<file path="config.mk">
export PLATFORM = sky130hd
export DESIGN_NAME = legacy_dual_counter_timer
export DESIGN_NICKNAME = d
export VERILOG_FILES = /design/src/timer_pair_pkg.sv /design/src/sync_edge.sv /design/src/prescale_tick.sv /design/src/legacy_dual_counter_timer.sv
export VERILOG_INCLUDE_DIRS = /design/src /design/src/src
export SDC_FILE = /design/constraint.sdc
export NUM_CORES = 1
export LEC_CHECK = 0
export ABC_AREA = 1
export BUFFER_PORTS_ARGS = -buffer_cell sky130_fd_sc_hd__buf_4
export CORE_ASPECT_RATIO = 0.75
export CORE_MARGIN = 10
export CORE_UTILIZATION = 37
export DETAILED_ROUTE_END_ITERATION = 8
export GPL_ROUTABILITY_DRIVEN = 0
export GPL_TIMING_DRIVEN = 0
export HOLD_SLACK_MARGIN = 0.06
export PLACE_DENSITY = 0.6
export SYNTH_ARGS = -nofsm -noshare
export SYNTH_HDL_FRONTEND = slang
export SYNTH_SLANG_ARGS = --single-unit
</file>
<file path="constraint.sdc">
create_clock -name REF_CLK -period 1.9 [get_ports REF_CLK]
set_input_delay 0.095 -clock REF_CLK [delete_from_list [all_inputs] [get_ports REF_CLK]]
set_output_delay 0.095 -clock REF_CLK [all_outputs]
set_load 0.005 [all_outputs]
</file>
<file path="src/timer_pair_defines.svh">
`ifndef TIMER_PAIR_DEFINES_SVH
`define TIMER_PAIR_DEFINES_SVH

// ****************************************
// Special function register addresses
// ****************************************
`define ADDR_CTRL 8'h88
`define ADDR_MODE 8'h89
`define ADDR_A_LO 8'h8a
`define ADDR_B_LO 8'h8b
`define ADDR_A_HI 8'h8c
`define ADDR_B_HI 8'h8d
`define ADDR_CLKSEL 8'h8e
`define ADDR_IRQEN 8'ha8

// ****************************************
// Field positions
// ****************************************
`define CTRL_FLAG_B 7
`define CTRL_RUN_B 6
`define CTRL_FLAG_A 5
`define CTRL_RUN_A 4
`define MODE_A_LSB 0
`define MODE_B_LSB 4
`define CLKSEL_PRE_LSB 0
`define CLKSEL_A 3
`define CLKSEL_B 4
`define IRQEN_A 1
`define IRQEN_B 3

// ****************************************
// Reset values and prescale counts
// ****************************************
`define RESET_BYTE 8'h00
`define DIV_SYS12 6'h0c
`define DIV_SYS4 6'h04
`define DIV_SYS48 6'h30
`define DIV_EXT8 6'h08

`endif

</file>
<file path="src/timer_pair_pkg.sv">
package timer_pair_pkg;

	typedef enum logic [1:0] {
		MODE_13BIT = 2'b00,
		MODE_16BIT = 2'b01,
		MODE_RELOAD8 = 2'b10,
		MODE_SPLIT = 2'b11
	} timer_mode_t;

	typedef enum logic [1:0] {
		PRE_SYS12 = 2'b00,
		PRE_SYS4 = 2'b01,
		PRE_SYS48 = 2'b10,
		PRE_EXT8 = 2'b11
	} prescale_t;

	// Same bit order as one nibble of the mode register
	typedef struct packed {
		logic gate;
		logic cnt_sel;
		timer_mode_t mode;
	} timer_cfg_t;

	typedef struct packed {
		logic ovf;
		logic [7:0] hi;
		logic [7:0] lo;
	} step_t;

endpackage : timer_pair_pkg

</file>
<file path="src/sync_edge.sv">
`timescale 1ns/10ps
`default_nettype none

module sync_edge (
	input wire logic clk,
	input wire logic rst,
	input wire logic pin,
	output logic level,
	output logic fall
);

	logic meta;
	logic last;

	// Only the second and third stages are looked at by the edge compare
	always_ff @(posedge clk) begin
		if (rst) begin
			meta <= 1'b1;
			level <= 1'b1;
			last <= 1'b1;
		end else begin
			meta <= pin;
			level <= meta;
			last <= level;
		end
	end

	assign fall = last & ~level;

endmodule : sync_edge

`default_nettype wire

</file>
<file path="src/prescale_tick.sv">
`timescale 1ns/10ps
`default_nettype none
`include "timer_pair_defines.svh"

module prescale_tick (
	input wire logic clk,
	input wire logic rst,
	input wire timer_pair_pkg::prescale_t sel,
	input wire logic ext_fall,
	output logic tick
);

	import timer_pair_pkg::*;

	logic [5:0] count;
	logic [5:0] limit;
	logic step;
	prescale_t sel_last;

	always_comb begin
		case (sel)
			PRE_SYS12: limit = `DIV_SYS12;
			PRE_SYS4: limit = `DIV_SYS4;
			PRE_SYS48: limit = `DIV_SYS48;
			default: limit = `DIV_EXT8;
		endcase
	end

	assign step = (sel == PRE_EXT8) ? ext_fall : 1'b1;

	// Restart on a change of divisor so no stretched first period
	always_ff @(posedge clk) begin
		if (rst || sel != sel_last) begin
			count <= 6'h00;
			tick <= 1'b0;
		end else if (step && count == limit - 6'h01) begin
			count <= 6'h00;
			tick <= 1'b1;
		end else begin
			count <= count + {5'h00, step};
			tick <= 1'b0;
		end
	end

	always_ff @(posedge clk) begin
		if (rst) begin
			sel_last <= PRE_SYS12;
		end else begin
			sel_last <= sel;
		end
	end

endmodule : prescale_tick

`default_nettype wire

</file>
<file path="src/legacy_dual_counter_timer.sv">
// Overview of operation
// - Each timer clocks from system clock or one of four shared prescaled clocks.
// - Counter function adds one per falling edge on the event pin.
// - Events up to a quarter of the system clock rate are counted.
// - Each count is 16 bits, reached as separate low and high bytes.
// - Four modes per timer, set independently by mode register bits.
// - Split mode exists only on timer A; timer B holds its count in mode 11.
// - 13-bit mode uses high byte plus low byte bits 4 to 0.
// - 13-bit wrap to zero sets the overflow flag and may interrupt.
// - Overflow interrupt forwarded only when that timer's enable bit is set.
// - Count select bit picks event pin (1) or internal clock (0).
// - Clock select bit picks system clock (1) or prescaled clock (0).
// - Outside split mode, count only while run is set and gate is off or gate input high.
// - Setting run keeps the count; software loads it before starting.
// - Timer B mirrors timer A with its own bytes, bits and gate.
// - Mode 00 13-bit, 01 16-bit, 10 reload, 11 split or inactive.
// - 16-bit mode uses all sixteen bits and overflows on full wrap.
// - Reload mode: low byte wrap sets flag, reloads low from high.
// - Software may clear a flag; interrupt vectoring clears it too.
`timescale 1ns/10ps
`default_nettype none
`include "timer_pair_defines.svh"

module legacy_dual_counter_timer (
	input wire logic REF_CLK,
	input wire logic SYS_RST,
	input wire logic [7:0] SFR_ADDR,
	input wire logic SFR_WR,
	input wire logic [7:0] SFR_WDATA,
	output logic [7:0] SFR_RDATA,
	input wire logic EVENT_PIN_A,
	input wire logic EVENT_PIN_B,
	input wire logic GATE_INPUT_A,
	input wire logic GATE_INPUT_B,
	input wire logic EXT_CLK_PIN,
	input wire logic IRQ_ACK_A,
	input wire logic IRQ_ACK_B,
	output logic IRQ_A,
	output logic IRQ_B
);

	import timer_pair_pkg::*;

	// ****************************************
	// Pin synchronisers
	// ****************************************
	localparam int PIN_EV_A = 0;
	localparam int PIN_EV_B = 1;
	localparam int PIN_GATE_A = 2;
	localparam int PIN_GATE_B = 3;
	localparam int PIN_EXT = 4;

	logic [4:0] pin_raw, pin_lvl, pin_fall;

	assign pin_raw = {EXT_CLK_PIN, GATE_INPUT_B, GATE_INPUT_A, EVENT_PIN_B, EVENT_PIN_A};

	// Two-flop sync plus one compare stage: 2-cycle levels always seen
	generate
		for (genvar i = 0; i < 5; i++) begin : g_pin
			sync_edge u_sync (
				.clk(REF_CLK),
				.rst(SYS_RST),
				.pin(pin_raw[i]),
				.level(pin_lvl[i]),
				.fall(pin_fall[i])
			);
		end
	endgenerate

	// ****************************************
	// Register file
	// ****************************************
	logic run_a, run_b, flag_a, flag_b;
	timer_cfg_t cfg_a, cfg_b;
	prescale_t prescale_field;
	logic clk_sel_a, clk_sel_b, irq_en_a, irq_en_b;
	logic [7:0] lo_a, hi_a, lo_b, hi_b;
	logic wr_ctrl, wr_mode, wr_clk, wr_irq;
	logic wr_a_lo, wr_a_hi, wr_b_lo, wr_b_hi;

	assign wr_ctrl = SFR_WR && SFR_ADDR == `ADDR_CTRL;
	assign wr_mode = SFR_WR && SFR_ADDR == `ADDR_MODE;
	assign wr_clk = SFR_WR && SFR_ADDR == `ADDR_CLKSEL;
	assign wr_irq = SFR_WR && SFR_ADDR == `ADDR_IRQEN;
	assign wr_a_lo = SFR_WR && SFR_ADDR == `ADDR_A_LO;
	assign wr_a_hi = SFR_WR && SFR_ADDR == `ADDR_A_HI;
	assign wr_b_lo = SFR_WR && SFR_ADDR == `ADDR_B_LO;
	assign wr_b_hi = SFR_WR && SFR_ADDR == `ADDR_B_HI;

	// Run bits never touch the count registers
	always_ff @(posedge REF_CLK) begin
		if (SYS_RST) begin
			run_a <= 1'b0;
			run_b <= 1'b0;
		end else if (wr_ctrl) begin
			run_a <= SFR_WDATA[`CTRL_RUN_A];
			run_b <= SFR_WDATA[`CTRL_RUN_B];
		end
	end

	always_ff @(posedge REF_CLK) begin
		if (SYS_RST) begin
			cfg_a <= timer_cfg_t'(4'h0);
			cfg_b <= timer_cfg_t'(4'h0);
		end else if (wr_mode) begin
			cfg_a <= timer_cfg_t'(SFR_WDATA[`MODE_A_LSB +: 4]);
			cfg_b <= timer_cfg_t'(SFR_WDATA[`MODE_B_LSB +: 4]);
		end
	end

	always_ff @(posedge REF_CLK) begin
		if (SYS_RST) begin
			prescale_field <= PRE_SYS12;
			clk_sel_a <= 1'b0;
			clk_sel_b <= 1'b0;
		end else if (wr_clk) begin
			prescale_field <= prescale_t'(SFR_WDATA[`CLKSEL_PRE_LSB +: 2]);
			clk_sel_a <= SFR_WDATA[`CLKSEL_A];
			clk_sel_b <= SFR_WDATA[`CLKSEL_B];
		end
	end

	always_ff @(posedge REF_CLK) begin
		if (SYS_RST) begin
			irq_en_a <= 1'b0;
			irq_en_b <= 1'b0;
		end else if (wr_irq) begin
			irq_en_a <= SFR_WDATA[`IRQEN_A];
			irq_en_b <= SFR_WDATA[`IRQEN_B];
		end
	end

	// ****************************************
	// Clock sources
	// ****************************************
	logic pre_tick;

	prescale_tick u_pre (
		.clk(REF_CLK),
		.rst(SYS_RST),
		.sel(prescale_field),
		.ext_fall(pin_fall[PIN_EXT]),
		.tick(pre_tick)
	);

	logic split, tick_a, tick_b, time_a, time_b;
	logic en_a, en_b, inc_a, inc_b, inc_ah;

	assign split = cfg_a.mode == MODE_SPLIT;
	assign time_a = clk_sel_a | pre_tick;
	assign time_b = clk_sel_b | pre_tick;
	assign tick_a = cfg_a.cnt_sel ? pin_fall[PIN_EV_A] : time_a;
	assign tick_b = cfg_b.cnt_sel ? pin_fall[PIN_EV_B] : time_b;
	assign en_a = run_a & (~cfg_a.gate | pin_lvl[PIN_GATE_A]);
	assign en_b = run_b & (~cfg_b.gate | pin_lvl[PIN_GATE_B]);
	assign inc_a = en_a & tick_a;
	// Upper half of a split timer A borrows timer B's run bit
	assign inc_ah = split & run_b & time_a;
	// With A split, B runs from its mode alone, internal clock only
	always_comb begin
		if (cfg_b.mode == MODE_SPLIT) begin
			inc_b = 1'b0;
		end else if (split) begin
			inc_b = time_b;
		end else begin
			inc_b = en_b & tick_b;
		end
	end

	// ****************************************
	// Count step
	// ****************************************
	function automatic step_t count_step(timer_mode_t mode, logic [7:0] hi, logic [7:0] lo);
		step_t s;
		logic [13:0] w13;
		logic [16:0] w16;
		s = '0;
		w13 = {1'b0, hi, lo[4:0]} + 14'h0001;
		w16 = {1'b0, hi, lo} + 17'h00001;
		case (mode)
			MODE_13BIT: begin
				s.hi = w13[12:5];
				s.lo = {lo[7:5], w13[4:0]};
				s.ovf = w13[13];
			end
			MODE_16BIT: begin
				s.hi = w16[15:8];
				s.lo = w16[7:0];
				s.ovf = w16[16];
			end
			MODE_RELOAD8: begin
				s.hi = hi;
				s.lo = (lo == 8'hff) ? hi : lo + 8'h01;
				s.ovf = lo == 8'hff;
			end
			default: begin
				s.hi = hi;
				s.lo = lo + 8'h01;
				s.ovf = lo == 8'hff;
			end
		endcase
		return s;
	endfunction : count_step

	step_t nxt_a, nxt_b;
	logic set_a, set_b, ovf_ah;

	assign nxt_a = count_step(cfg_a.mode, hi_a, lo_a);
	assign nxt_b = count_step(cfg_b.mode, hi_b, lo_b);
	assign ovf_ah = inc_ah & (hi_a == 8'hff);
	assign set_a = inc_a & nxt_a.ovf;
	// B's own overflow cannot flag while A is split
	assign set_b = split ? ovf_ah : (inc_b & nxt_b.ovf);

	// Software load wins over a count step in the same cycle
	always_ff @(posedge REF_CLK) begin
		if (SYS_RST) begin
			lo_a <= `RESET_BYTE;
		end else if (wr_a_lo) begin
			lo_a <= SFR_WDATA;
		end else if (inc_a) begin
			lo_a <= nxt_a.lo;
		end
	end

	always_ff @(posedge REF_CLK) begin
		if (SYS_RST) begin
			hi_a <= `RESET_BYTE;
		end else if (wr_a_hi) begin
			hi_a <= SFR_WDATA;
		end else if (split) begin
			if (inc_ah) begin
				hi_a <= hi_a + 8'h01;
			end
		end else if (inc_a) begin
			hi_a <= nxt_a.hi;
		end
	end

	always_ff @(posedge REF_CLK) begin
		if (SYS_RST) begin
			lo_b <= `RESET_BYTE;
		end else if (wr_b_lo) begin
			lo_b <= SFR_WDATA;
		end else if (inc_b) begin
			lo_b <= nxt_b.lo;
		end
	end

	always_ff @(posedge REF_CLK) begin
		if (SYS_RST) begin
			hi_b <= `RESET_BYTE;
		end else if (wr_b_hi) begin
			hi_b <= SFR_WDATA;
		end else if (inc_b) begin
			hi_b <= nxt_b.hi;
		end
	end

	// ****************************************
	// Overflow flags and interrupt requests
	// ****************************************
	logic held_a, held_b;

	assign held_a = wr_ctrl ? SFR_WDATA[`CTRL_FLAG_A] : flag_a;
	assign held_b = wr_ctrl ? SFR_WDATA[`CTRL_FLAG_B] : flag_b;

	// A new overflow beats a clear arriving in the same cycle
	always_ff @(posedge REF_CLK) begin
		if (SYS_RST) begin
			flag_a <= 1'b0;
			flag_b <= 1'b0;
		end else begin
			flag_a <= set_a | (held_a & ~IRQ_ACK_A);
			flag_b <= set_b | (held_b & ~IRQ_ACK_B);
		end
	end

	always_ff @(posedge REF_CLK) begin
		if (SYS_RST) begin
			IRQ_A <= 1'b0;
			IRQ_B <= 1'b0;
		end else begin
			IRQ_A <= flag_a & irq_en_a;
			IRQ_B <= flag_b & irq_en_b;
		end
	end

	// ****************************************
	// Read path
	// ****************************************
	always_ff @(posedge REF_CLK) begin
		if (SYS_RST) begin
			SFR_RDATA <= `RESET_BYTE;
		end else begin
			case (SFR_ADDR)
				`ADDR_CTRL: SFR_RDATA <= {flag_b, run_b, flag_a, run_a, 4'h0};
				`ADDR_MODE: SFR_RDATA <= {cfg_b, cfg_a};
				`ADDR_CLKSEL: SFR_RDATA <= {3'h0, clk_sel_b, clk_sel_a, 1'b0, prescale_field};
				`ADDR_IRQEN: SFR_RDATA <= {4'h0, irq_en_b, 1'b0, irq_en_a, 1'b0};
				`ADDR_A_LO: SFR_RDATA <= lo_a;
				`ADDR_A_HI: SFR_RDATA <= hi_a;
				`ADDR_B_LO: SFR_RDATA <= lo_b;
				`ADDR_B_HI: SFR_RDATA <= hi_b;
				default: SFR_RDATA <= 8'h00;
			endcase
		end
	end

	logic no_wr_a;
	assign no_wr_a = !wr_a_lo && !wr_a_hi;
endmodule : legacy_dual_counter_timer

`default_nettype wire

</file>
# == Word level (Yosys, flattened, before mapping) ==
# Cells that the tools add are included.
# word_totals
ff_bits,82
in_bits,26
out_inout_bits,10
word_cells,154
# op_classes
reduce_logical,24
muxes,25
n_bitwise,29
n_eq_ne,27
add_sub_neg,9
# ops
cell,n
17-bit one-hot mux with 3 select lines,2
8-bit two-way mux,12
8-bit == test (second input constant),11
8-bit one-hot mux with 8 select lines,1
16-bit by 1-bit adder with 17-bit output (second input constant),2
13-bit by 1-bit adder with 14-bit output (second input constant),2
8-bit by 1-bit adder with 8-bit output (second input constant),3
6-bit one-hot mux with 3 select lines,1
1-bit bitwise AND,16
2-bit == test (second input constant),6
1-bit logical AND,9
1-bit two-way mux,9
1-bit NOT,7
6-bit by 1-bit adder with 6-bit output,1
2-bit by 1-bit == test with 1-bit output (second input constant),3
6-bit == test,1
2-bit zero test,3
2-bit != test (second input constant),3
1-bit bitwise OR,6
2-bit nonzero test,3
3-bit nonzero test,2
6-bit by 1-bit subtractor with 6-bit output (second input constant),1
2-bit AND reduction,2
4-bit AND reduction,1
other kinds (7),7

# == Longest topological paths before layout ==
# Gate-level depths: netlist of run 1.
# depth
word_depth,9
ltp_mapped,13
mapped_depth_nobuf,13

# == Hierarchy ==
# Synthesis of run 1 repeated with hierarchy kept, for this count alone.
# hier_totals
hier_cells,915
hier_area_um2,5540.3
# modules_own_cells
mod,area_per_inst_um2,cells_each,seq_area_each_um2,n_inst
legacy_dual_counter_timer,4621.9,791,1201.2,1
sync_edge,93.8,12,60.1,5
prescale_tick,449.2,64,180.2,1

# == Worst setup path before layout of run 1 ==
# OpenSTA, ideal clock, no wires.
# synth_timing
path_type,reg-to-reg
start,register lo_b[0]
end,register hi_b[6]
path_stages_with_launch,11
path_slack_ps,387
period_less_slack_ps,1513
n_path_buf,0
required_ps,1772
setup_time_ps,128
arrival_ps,1385
cell_sequence,dfxtp_1 > ha_1 > nand2_4 > nor2_8 > nand2_1 > inv_1 > nand3_1 > nand3_1 > nand2_1 > a21oi_1 > nor2_1
# synth_via
elab_chain_len,4
word_cells_on_any_way,5
cone_classes,add/sub (2); mux (3)
# synth_rtl
item,line_no,text
"start, declared",legacy_dual_counter_timer.sv:77,"logic [7:0] lo_a, hi_a, lo_b, hi_b;"
"start signal, assigned",legacy_dual_counter_timer.sv:242,lo_b <= `RESET_BYTE;
"start signal, assigned",legacy_dual_counter_timer.sv:246,lo_b <= nxt_b.lo;
16-bit by 1-bit adder with 17-bit output or 13-bit by 1-bit adder with 14-bit output (tied branches),"legacy_dual_counter_timer.sv:179, legacy_dual_counter_timer.sv:178",
17-bit one-hot mux with 3 select lines *,legacy_dual_counter_timer.sv:180,case (mode)
8-bit two-way mux *,legacy_dual_counter_timer.sv:255,end else if (inc_b) begin
8-bit two-way mux *,legacy_dual_counter_timer.sv:253,end else if (wr_b_hi) begin
"end signal, assigned",legacy_dual_counter_timer.sv:252,hi_b <= `RESET_BYTE;
"end signal, assigned",legacy_dual_counter_timer.sv:256,hi_b <= nxt_b.hi;
"end, declared",legacy_dual_counter_timer.sv:77,
# Mark *: on every way between the ends. The rest lies on a longest branch, timed or not. The select of a mux whose other input is x is not followed.
# A chain may end at the register's enable or synchronous reset.

# == Final worst setup path of run 1 ==
# layout_timing
start,register hi_a[1]
end,register flag_a
# layout_via
elab_chain_len,4
word_cells_on_any_way,5
cone_classes,add/sub (2); mux (1); bitwise (2)
# layout_rtl
item,line_no,text
"start, declared",legacy_dual_counter_timer.sv:77,
"start signal, assigned",legacy_dual_counter_timer.sv:228,hi_a <= `RESET_BYTE;
"start signal, assigned",legacy_dual_counter_timer.sv:233,hi_a <= hi_a + 8'h01;
"start signal, assigned",legacy_dual_counter_timer.sv:236,hi_a <= nxt_a.hi;
16-bit by 1-bit adder with 17-bit output or 13-bit by 1-bit adder with 14-bit output (tied branches),"legacy_dual_counter_timer.sv:179, legacy_dual_counter_timer.sv:178",
17-bit one-hot mux with 3 select lines *,legacy_dual_counter_timer.sv:180,
1-bit bitwise AND *,legacy_dual_counter_timer.sv:211,assign set_a = inc_a & nxt_a.ovf;
1-bit bitwise OR *,legacy_dual_counter_timer.sv:274,flag_a <= set_a | (held_a & ~IRQ_ACK_A);
"end signal, assigned",legacy_dual_counter_timer.sv:274,
"end, declared",legacy_dual_counter_timer.sv:73,"logic run_a, run_b, flag_a, flag_b;"
# Mark *: on every way between the ends. The rest lies on a longest branch, timed or not.

==> results of run 1 <==
[cell families (layout without fill, tap and decap cells)]
group                    count (synthesis)  in the layout  share of synthesized area [%]
AND/OR/NAND/NOR                        456            456                           39.2
AO/OA/AOI/OAI                          171            171                           17.3
buffers and inverters                  139            194                           10.4
flip-flops                              82             82                           30.4
XOR/XNOR                                10             10                           1.62
adder cells (fa/ha/maj)                  5              5                           1.16
[layer usage]
| metal | vias to the layer above | share of wire (%) | global-route usage, % |
|---|---|---|---|
| li1 | 2920 | - | - |
| met1 | 2746 | 49 | 28.0 |
| met2 | 303 | 40 | 24.8 |
| met3 | 14 | 10 | 3.80 |
| met4 | 0 | 0.75 | 2.56 |
| met5 | - | 0 | 0 |
[critical path, cell delays in order, from the launching register on]
cell     delay [ns]
dfxtp_2        0.43
ha_2           0.30
nand3_1        0.24
nor3_4         0.27
nand2_1        0.11
a21oi_1        0.13
nand2_1        0.08
a21oi_1        0.15
[worst paths after layout]
path / start / to / cells after the start
worst max register to register: hi_a[1] / flag_a / 7
worst max-delay path: hi_a[1] / flag_a / 7
worst min-delay path: SFR_WDATA[1] / irq_en_a / 3
worst min register to register: g_pin[4].u_sync.meta / g_pin[4].u_sync.level / 1
[power groups by stage]
stage | sequential, mW | combinational (mW) | clock (mW)
final | 1.75 | 0.205 | 1.96
after global routing | 1.75 | 0.223 | 2.05
after CTS | 1.75 | 0.203 | 1.97
after detailed placement | 1.79 | 0.192 | 0
after global placement | 1.79 | 0.191 | 0
after floorplan | 1.78 | 0.0937 | 0
[cells in the mapped netlist (all sizes together)]
master,count,area share [%]
nand2,214,16
inv,114,7.9
nor2,105,8.5
nand3,90,9.5
dfxtp,82,30
o21ai,73,7.0
a21oi,70,6.9
o22ai,22,2.5
nor3,16,1.8
nand4,13,1.5
or2,12,1.4
buf,11,1.4
clkbuf,9,0.67
xor2,8,1.3
clkinv,5,0.42
ha,5,1.2
a31oi,2,0.23
and2,2,0.23
nor4,2,0.23
o211ai,2,0.28
xnor2,2,0.32
and3,1,0.12
nand3b,1,0.21
o2111ai,1,0.16
o21bai,1,0.14
[state kept, by name, indices dropped and copies added, names as in the netlist, 2 cells and up]
signal,flops
lo_a,8
prescale_field,2
hi_b,8
lo_b,8
cfg_b,4
u_pre.count,6
u_pre.sel_last,2
g_pin.u_sync.meta,5
g_pin.u_sync.level,5
g_pin.u_sync.last,3
hi_a,8
SFR_RDATA,8
cfg_a,4
[final cells by class]
cell class,count,area (um2),area share (%)
plain buffers,20,113,1.78
clock buffers,10,229,3.63
clock inverters,6,97.6,1.55
inverters,119,450,7.14
multi-input cells,642,3220,51.0
flip-flops and latches,82,1650,26.1
well taps,200,250,3.96
repair buffers,39,308,4.88
[through the flow]
stage               instances  util (%)
floorplan                 863         -
global placement         1096      41.0
finish                   1118      43.8
global route             1118      43.8
detailed placement       1096      41.0
CTS                      1118      43.7
[timing repair]
item                                    CTS  global route
hold endpoints to repair                  6             0
setup buffers                             0             0
gates resized for setup                   1             8
cloned                                    0             0
endpoints found under the setup margin    2            21
pin swaps                                 0             1
hold buffers                              6             0
==> summary.md, run 1 <==
| Metric | Value |
|---|---|
| Crit. End Element | `flip-flop` |
| Mapped cell area | `5410 um2` |
| Top Ports | `36` |
| Row cnt | `38` |
| WL per Instance | `16.5 um` |
| WHS | `0.0849 ns` |
| Internal power | `2.98 mW` |
| FMAX | `0.555 GHz` |
| Clock power share | `50.1%` |
| Crit path time final | `1.80 ns` |
| Yosys cell types | `42` |
| Clock-pin slew on the worst setup and hold paths | `0.07 ns` |
| Sequential share of the synthesized area | `30.4%` |
| Largest net degree at the start of global routing | `16` |
| Clk_lat worst skew | `0.35 ns` |
| Setup slack after layout | `0.0977 ns` |
| Core area | `14,400 um2` |
| Clk sinks | `82` |
| Status | `finished, final reports clean` |
| Syn Nets | `894` |
| Syn Inst Count | `863` |
| Filler instances | `1,536` |
| Slew Viols, Final | `0` |
| Setup Viol. Count Final | `0` |
| Switching share of power | `23.6%` |
| TritonCTS Buffers | `9` |
| Layout net count | `944` |
| WP data required | `2.16 ns` |
| Slew HR | `38.5%` |
| Worst hold path type | `primary input to flip-flop` |
| Post-route DRC | `0` |
| Post-route cell area | `6310 um2` |
| Vias in the first global route | `5,289` |
| Vias | `5,983` |
| Die width | `160 um` |
| Most frequent cells in the layout | `nand2_1 (203), inv_1 (104), nor2_1 (92)` |
| DRT Wirelength | `18,500 um` |
| Max Cap Viol | `0` |
| Setup_tns | `0 ns` |
| Syn Area/Cell | `6.27 um2` |
| DP Area | `5910 um2` |
| CTS H-tree depth | `3` |
| Switching pwr | `924 uW` |
| Initial antenna violation count | `0` |
| CP arrival | `2.06 ns` |
| Gate power share | `5.3%` |
| Clock Path Buffers | `2` |
| Chip Height | `125 um` |
| Die ar. | `19,900 um2` |
| Buffers on Ports | `33` |
| Synth Warn # | `0` |
| Layout area overhead | `16.7%` |
| PnR Total Power | `3.91 mW` |
| Type of the worst setup path | `flip-flop to flip-flop` |
| TritonRoute pass-1 iters | `7` |
| Critical path peak fanout | `8` |
| Reg2reg setup slack | `0.1 ns` |
| Pre-CTS setup slack | `-0.0498 ns` |
| Via density | `5.35` |
| Most common cell after layout, fill and taps aside | `nand2_1` |
| Power Dens Cells | `619 nW/um2` |
| Starting Density | `37.5%` |
| Seq pwr share | `44.7%` |
| Synthesis-stage register bit count | `82` |
| RSZ-0062 raised after global routing | `true` |
| CTS tree | `built` |
| VDD IR max | `418 uV` |
| CTS root buf | `clkbuf_16` |
| Diode count | `0` |
| Final ANT Viol Nets | `0` |
| Worst Setup Start Kind | `flip-flop` |
| Leak | `2.68 nW` |
| Gr usage total | `18.0%` |
| Iteration-0 DRC count of the detailed router | `837` |
| Final Cycle Share | `94.9%` |
| Hold Violations, Final | `0` |
| HPWL after DPL | `14,300 um` |
| GRT overflow | `0` |
| Share of cells above drive strength 1 | `15.1%` |
| Slew @ Worst Pin | `0.923 ns` |
| Clock skew | `0.0142 ns` |
| Global-route wire length before repair | `29,500 um` |
(Power assumes the default switching activity.)
==> run 2, diff against run 1 <==
--- a/config.mk
+++ b/config.mk
@@ -6,16 +6,16 @@
 export SDC_FILE = /design/constraint.sdc
 export NUM_CORES = 1
 export LEC_CHECK = 0
-export ABC_AREA = 1
 export BUFFER_PORTS_ARGS = -buffer_cell sky130_fd_sc_hd__buf_4
+export CELL_PAD_IN_SITES_DETAIL_PLACEMENT = 2
+export CELL_PAD_IN_SITES_GLOBAL_PLACEMENT = 2
 export CORE_ASPECT_RATIO = 0.75
 export CORE_MARGIN = 10
 export CORE_UTILIZATION = 37
 export DETAILED_ROUTE_END_ITERATION = 8
 export GPL_ROUTABILITY_DRIVEN = 0
 export GPL_TIMING_DRIVEN = 0
-export HOLD_SLACK_MARGIN = 0.06
-export PLACE_DENSITY = 0.6
+export PLACE_DENSITY = 0.87
 export SYNTH_ARGS = -nofsm -noshare
 export SYNTH_HDL_FRONTEND = slang
 export SYNTH_SLANG_ARGS = --single-unit
==> run 2 against run 1 <==
Against the previous run:
- non-clock buffer count is 42 higher
- critical path depth is 1 lower
- total power is 2.3% lower
- the run now ends with setup timing left
- wire length is 29% higher
- final area is 2.7% lower
- die area is 11% lower
- via count is 12% lower
- fmax is 13% lower
- combinational power is 12% higher
- clock skew is 0.0049 ns lower
- first-iteration DRC count is 16% lower
- largest power group unchanged
- highest routed layer unchanged
==> summary.md, run 2 <==
| Metric | Value |
|---|---|
| Setup Viol. Count Final | `9 (was 0)` |
| Die ar. | `17,700 um2 (was 19,900 um2)` |
| RSZ-0062 raised after global routing | `true (unchanged)` |
| Chip Height | `118 um (was 125 um)` |
| Slew HR | `21.2% (was 38.5%)` |
| Synth top area cells | `dfxtp_1 (35%), nand2_1 (5.1%), a21oi_1 (4.7%) (was dfxtp_1 (30%), nand2_1 (14%), nand3_1 (7.4%))` |
| Initial antenna violation count | `0 (unchanged)` |
| Via density | `6.48 (was 5.35)` |
| Leak | `2.24 nW (was 2.68 nW)` |
| GRT overflow | `0 (unchanged)` |
| Starting Density | `38.1% (was 37.5%)` |
| RR Endpoint | `lo_b[7] (was flag_a)` |
| Yosys cell types | `85 (was 42)` |
| Sequential share of the synthesized area | `34.8% (was 30.4%)` |
| Share of synthesized registers carrying an async set or reset | `0% (unchanged)` |
| Max Cap Viol | `0 (unchanged)` |
| Synth Warn # | `0 (unchanged)` |
| Sequential cell area | `1670 um2 (was 1650 um2)` |
| Slew Viols, Final | `0 (unchanged)` |
| CP arrival | `2.30 ns (was 2.06 ns)` |
| FMAX | `0.483 GHz (was 0.555 GHz)` |
| Syn Nets | `597 (was 894)` |
| CTS root buf | `clkbuf_16 (unchanged)` |
| Critical path peak fanout | `8 (unchanged)` |
| Mapped cell area | `4720 um2 (was 5410 um2)` |
| Slew @ Worst Pin | `1.17 ns (was 0.923 ns)` |
| DRT Wirelength | `23,800 um (was 18,500 um)` |
| Clock Path Buffers | `2 (unchanged)` |
| Most frequent cells in the layout | `dfxtp_1 (65), nand2_1 (62), buf_4 (55) (was nand2_1 (203), inv_1 (104), nor2_1 (92))` |
| Core Util, Final | `49.5% (was 43.8%)` |
| Post-route cell area | `6140 um2 (was 6310 um2)` |
| Core area | `12,400 um2 (was 14,400 um2)` |
| Syn Area/Cell | `8.34 um2 (was 6.27 um2)` |
| Vias | `5,260 (was 5,983)` |
| Worst Setup EP | `lo_b[7] (was flag_a)` |
| DP Area | `5170 um2 (was 5910 um2)` |
| WP data required | `2.13 ns (was 2.16 ns)` |
| Layout net count | `673 (was 944)` |
| Syn Inst Count | `566 (was 863)` |
| Clk_lat worst skew | `0.37 ns (was 0.35 ns)` |
| Hold Violations, Final | `0 (unchanged)` |
| Crit. End Element | `flip-flop (unchanged)` |
| Gr usage total | `23.1% (was 18.0%)` |
| R2r startpoint | `lo_b[2] (was hi_a[1])` |
| Vias in the first global route | `5,234 (was 5,289)` |
| CTS H-tree depth | `3 (unchanged)` |
| CTS tree | `built (unchanged)` |
| Share of cells above drive strength 1 | `30.7% (was 15.1%)` |
| Status | `finished with violations (was finished, final reports clean)` |
| Clock skew | `0.00934 ns (was 0.0142 ns)` |
| Final Cycle Share | `109% (was 94.9%)` |
| Placed Cells | `764 (was 1,096)` |
| Most used DFF post-synth | `dfxtp_1 (unchanged)` |
| Synth top cells by count | `dfxtp_1 (82), nand2_1 (64), a21oi_1 (44) (was nand2_1 (203), inv_1 (104), nor2_1 (93))` |
| Most common cell in the netlist | `dfxtp_1 (was nand2_1)` |
| Multi-input gate area | `3140 um2 (was 3220 um2)` |
| Worst Setup Start Kind | `flip-flop (unchanged)` |
| Layout area overhead | `30.1% (was 16.7%)` |
| WL per Instance | `29.3 um (was 16.5 um)` |
| Global-route wire length before repair | `31,800 um (was 29,500 um)` |
| Yosys top cell by area | `dfxtp_1 (unchanged)` |
| Area share of the largest cell type after synthesis | `34.8% (was 30.4%)` |
| Reg2reg setup slack | `-0.17 ns (was 0.1 ns)` |
| Failing checks | `setup timing` |
| HPWL after DPL | `14,300 um (about the same)` |
| Buffers on Ports | `32 (was 33)` |
| TritonRoute pass-1 iters | `5 (was 7)` |
| Die width | `150 um (was 160 um)` |
| Most common cell after layout, fill and taps aside | `dfxtp_1 (was nand2_1)` |
| Crit path time final | `2.07 ns (was 1.80 ns)` |
| Largest net degree at the start of global routing | `15 (was 16)` |
| Power Dens Cells | `622 nW/um2 (was 619 nW/um2)` |
| Crit path from | `lo_b[2] (was hi_a[1])` |
| Post-route DRC | `0 (unchanged)` |
| Diode count | `0 (unchanged)` |
| WHS | `0.0494 ns (was 0.0849 ns)` |
| Clock-pin slew on the worst setup and hold paths | `0.07 ns (about the same)` |
| Post-route insts no fill | `812 (was 1,118)` |
| Row cnt | `35 (was 38)` |
| Worst hold path type | `primary input to flip-flop (unchanged)` |
| Setup slack after layout | `-0.172 ns (was 0.0977 ns)` |
| TritonCTS Buffers | `9 (unchanged)` |
| Synthesis-stage register bit count | `82 (unchanged)` |
| VDD IR max | `578 uV (was 418 uV)` |
| Iteration-0 DRC count of the detailed router | `700 (was 837)` |
| Type of the worst setup path | `flip-flop to flip-flop (unchanged)` |
| R2r worst-path depth | `6 (was 7)` |
| Top Ports | `36 (unchanged)` |
| Clk sinks | `82 (unchanged)` |
| Post-synth EDFFs | `0 (unchanged)` |
| Pre-CTS setup slack | `-0.425 ns (was -0.0498 ns)` |
| Final ANT Viol Nets | `0 (unchanged)` |
| Filler instances | `1,304 (was 1,536)` |
-- run 2: worst max-delay path, stage by stage, from the launching register on --
cell	delay, ns
dfxtp_2	0.43
nand3_1	0.32
nor3_1	0.44
xnor2_1	0.19
o21ai_0	0.13
o21ai_0	0.29
a21oi_1	0.15
-- run 2: layout make-up --
class | count | share of cell area (%)
clock buffer | 9 | 3.67
tap | 166 | 3.38
inverter | 13 | 0.795
sequential | 82 | 27.2
clock inverter | 6 | 1.10
timing repair buffer | 65 | 8.99
buffer | 36 | 3.71
multi-input combinational | 435 | 51.1
-- run 2: how the worst min path moves through the flow --
stage / start / to / depth (start not counted)
global route: IRQ_ACK_B / flag_b / 3
floorplan: EVENT_PIN_A / g_pin[0].u_sync.meta / 1
CTS: SFR_WDATA[6] / hi_b[6] / 2
global placement: GATE_INPUT_A / g_pin[2].u_sync.meta / 2
finish: SFR_WDATA[7] / cfg_b[3] / 3
detailed placement: EVENT_PIN_A / g_pin[0].u_sync.meta / 2
-- run 2: logic make-up (layout without fill, tap and decap cells) --
logic type	after synthesis	count (layout)	share of synthesized area (%)
DFF	82	82	34.8
adders and majority gates	5	5	1.33
muxes	20	20	5.17
buffers and inverters	50	129	4.91
AOI/OAI and AO/OA	169	169	24.4
and+or+nand+nor	221	222	25.9
xor gates and xnor gates	19	19	3.53
-- run 2: layer usage --
metal | share of wire [%] | wire [um] | GRT usage, %
met1 | 41 | 9740 | 31.3
met2 | 47 | 11100 | 36.0
met3 | 9.3 | 2210 | 5.42
met4 | 3.2 | 758 | 5.45
met5 | 0 | 0 | 0
-- run 2: per-stage QoR --
step	TNS [ns]	power [mW]
after floorplan	0	1.88
final	-0.714	3.82
after CTS	0	3.78
after global routing	-1.88	3.91
after detailed placement	-7.54	1.99
after global placement	-4.09	1.98
-- run 2: where the power goes --
part / switching [mW] / internal (mW)
clock network: 0.827 / 1.02
registers: 0.0120 / 1.73
logic: 0.147 / 0.0834
-- run 2: what timing repair did --
action / CTS / global route
cloned: 1 / 1
hold endpoints to repair: 6 / 0
buffers inserted: 9 / 17
gates resized for setup: 35 / 87
pin swaps: 5 / 27
endpoints found under the setup margin: 32 / 34
hold buffers: 6 / 0
==> run 3, diff against run 2 <==
--- a/config.mk
+++ b/config.mk
@@ -10,7 +10,7 @@
 export CELL_PAD_IN_SITES_DETAIL_PLACEMENT = 2
 export CELL_PAD_IN_SITES_GLOBAL_PLACEMENT = 2
 export CORE_ASPECT_RATIO = 0.75
-export CORE_MARGIN = 10
+export CORE_MARGIN = 2
 export CORE_UTILIZATION = 37
 export DETAILED_ROUTE_END_ITERATION = 8
 export GPL_ROUTABILITY_DRIVEN = 0
==> run 3 against run 2 <==
Against the previous run:
- wire length increased by 19%
- fmax down 6.7%
- the flow still finishes with violations (setup timing)
- worst hold slack lost 0.0086 ns
- largest power group unchanged
- critical path depth up 4
- via count increased by 10%
- register-to-register slack got worse by 0.15 ns
- highest routed layer is now met5
==> summary.md, run 3 (synthesis gave the netlist of run 2 again) <==
| Metric | Value |
|---|---|
| Max Cap Viol | `0 (unchanged)` |
| Placed Cells | `764 (unchanged)` |
| Crit. End Element | `flip-flop (unchanged)` |
| Hold Crit Start | `IRQ_ACK_A (was SFR_WDATA[7])` |
| RSZ-0062 raised after global routing | `true (unchanged)` |
| Share of cells above drive strength 1 | `33.2% (was 30.7%)` |
| Vias | `5,809 (was 5,260)` |
| Clock-pin slew on the worst setup and hold paths | `0.07 ns (about the same)` |
| TritonRoute pass-1 iters | `5 (unchanged)` |
| Top Ports | `36 (unchanged)` |
| R2r worst-path depth | `10 (was 6)` |
| WP data required | `2.09 ns (was 2.13 ns)` |
| CP delay by family, top | `buffers and inverters (was simple AND/OR/NAND/NOR gates)` |
| Slew HR | `19.2% (was 21.2%)` |
| Buffers on Ports | `32 (unchanged)` |
| Final Cycle Share | `117% (was 109%)` |
| CTS H-tree depth | `3 (unchanged)` |
| Clk_lat worst skew | `0.36 ns (was 0.37 ns)` |
| CTS tree | `built (unchanged)` |
| Setup_tns | `-4.26 ns (was -0.714 ns)` |
| Most common cell after layout, fill and taps aside | `dfxtp_1 (unchanged)` |
| Worst Hold Depth | `3 (unchanged)` |
| Setup Viol. Count Final | `33 (was 9)` |
| Crit path buffers/inverters | `3 (was 0)` |
| CP max stage delay | `0.40 ns (was 0.44 ns)` |
| RR Endpoint | `lo_b[2] (was lo_b[7])` |
| Leak | `2.24 nW (about the same)` |
| Slew @ Worst Pin | `1.20 ns (was 1.17 ns)` |
| Type of the worst setup path | `flip-flop to flip-flop (unchanged)` |
| Die ar. | `13,700 um2 (was 17,700 um2)` |
| Clock Path Buffers | `2 (unchanged)` |
| Power Dens Cells | `615 nW/um2 (was 622 nW/um2)` |
| Core area | `12,300 um2 (was 12,400 um2)` |
| Largest net degree at the start of global routing | `14 (was 15)` |
| CP max stage cell | `dfxtp_4 (was nor3_1)` |
| FMAX | `0.450 GHz (was 0.483 GHz)` |
| Most frequent cells in the layout | `dfxtp_1 (65), buf_4 (63), nand2_1 (61) (was dfxtp_1 (65), nand2_1 (62), buf_4 (55))` |
| Post-route DRC | `0 (unchanged)` |
| Slew Viols, Final | `0 (unchanged)` |
| Crit path time final | `2.22 ns (was 2.07 ns)` |
| Hold Violations, Final | `0 (unchanged)` |
| VDD IR max | `828 uV (was 578 uV)` |
| GRT overflow | `0 (unchanged)` |
| Iteration-0 DRC count of the detailed router | `612 (was 700)` |
| Clk sinks | `82 (unchanged)` |
| DP Area | `5170 um2 (unchanged)` |
| Core Util, Final | `50.6% (was 49.5%)` |
| Starting Density | `38.2% (was 38.1%)` |
| CP Cell Sequence | `ha_4 > nand4_4 > buf_6 > nor4_4 > buf_4 > buf_12 > mux2i_1 > nand3_1 > o21ai_1 > nor3_1 (was nand3_1 > nor3_1 > xnor2_1 > o21ai_0 > o21ai_0 > a21oi_1)` |
| Row cnt | `35 (unchanged)` |
| Status | `finished with violations (unchanged)` |
| Chip Height | `102 um (was 118 um)` |
| Worst hold path type | `primary input to flip-flop (unchanged)` |
| Via density | `7.05 (was 6.48)` |
| Vias in the first global route | `5,519 (was 5,234)` |
| CTS root buf | `clkbuf_16 (unchanged)` |
| Post-route insts no fill | `824 (was 812)` |
| Critical path peak fanout | `5 (was 8)` |
| DRT Wirelength | `28,400 um (was 23,800 um)` |
| Setup slack after layout | `-0.321 ns (was -0.172 ns)` |
| Die width | `134 um (was 150 um)` |
| Final ANT Viol Nets | `0 (unchanged)` |
| Reg2reg setup slack | `-0.32 ns (was -0.17 ns)` |
| Initial antenna violation count | `3 (was 0)` |
| R2r startpoint | `lo_b[0] (was lo_b[2])` |
| TritonCTS Buffers | `9 (unchanged)` |
| Failing checks | `setup timing (unchanged)` |
| Layout net count | `683 (was 673)` |
| CP arrival | `2.41 ns (was 2.30 ns)` |
| WHS | `0.0408 ns (was 0.0494 ns)` |
| Post-route cell area | `6250 um2 (was 6140 um2)` |
| Critical path depth in cells | `10 (was 6)` |
| Global-route wire length before repair | `33,800 um (was 31,800 um)` |
| Crit path from | `lo_b[0] (was lo_b[2])` |
| Worst Setup Start Kind | `flip-flop (unchanged)` |
| WL per Instance | `34.5 um (was 29.3 um)` |
| HPWL after DPL | `14,400 um (was 14,300 um)` |
| Layout area overhead | `32.5% (was 30.1%)` |
| Gr usage total | `33.5% (was 23.1%)` |
| Clock skew | `0.0137 ns (was 0.00934 ns)` |
| Hold EP | `flag_a (was cfg_b[3])` |
[run 3: cell types whose count changed in the layout (fill, tap and decap cells not counted), sizes merged]
cell / change
buf: +6
clkbuf: +8
clkinv: -2
clkinvlp: +2
diode: +1
dlygate4sd3: -1
inv: -2
nand4: -1
o211ai: +1
[run 3: worst register-to-register path, cell delays in order, from the launching register on]
cell	delay (ns)
dfxtp_4	0.40
ha_4	0.17
nand4_4	0.20
buf_6	0.20
nor4_4	0.16
buf_4	0.22
buf_12	0.14
mux2i_1	0.22
nand3_1	0.12
o21ai_1	0.13
nor3_1	0.09
[run 3: metrics by stage]
step	total power, mW	worst slack (ns)
3_3_place_gp	1.98	-0.242
3_5_place_dp	1.99	-0.381
5_1_grt	3.90	-0.321
2_1_floorplan	1.88	0.0269
4_1_cts	3.76	-0.0561
6_report	3.84	-0.321
[run 3: cell type report]
type	instances	area, um2
Inverter	13	52.6
Sequential cell	82	1670
Antenna cell	1	2.50
Multi-Input combinational cell	435	3150
Tap cell	166	208
Fill cell	1320	6100
Timing Repair Buffer	75	654
Buffer	36	220
Clock inverter	4	52.6
Clock buffer	12	236
[run 3: power breakdown]
group / total, mW / leakage (nW) / switching, mW / internal, mW
registers: 1.75 / 0.674 / 0.0143 / 1.73
logic: 0.243 / 1.44 / 0.160 / 0.0826
clock network: 1.86 / 0.129 / 0.832 / 1.02
[run 3: timing repair]
item / CTS / global route
setup buffers: 14 / 22
gates resized for setup: 41 / 86
pin swaps: 9 / 25
hold buffers: 5 / 0
setup endpoints to repair: 33 / 35
gates cloned: 0 / 3
hold endpoints to repair: 5 / 0
[run 3: routing by layer]
metal,vias up,global-route usage (%),routed length (um)
li1,2254,-,-
met1,2888,41.1,11000
met2,498,55.3,12500
met3,167,9.51,3150
met4,2,14.7,1750
met5,-,0,13
[run 3: worst max path at each step]
| stage | slack (ns) | endpoint |
|---|---|---|
| 2_1_floorplan | 0.03 | flag_b |
| 3_3_place_gp | -0.24 | lo_b[3] |
| 3_5_place_dp | -0.38 | hi_b[7] |
| 4_1_cts | -0.06 | hi_a[7] |
| 5_1_grt | -0.32 | lo_b[2] |
| 6_report | -0.32 | lo_b[2] |
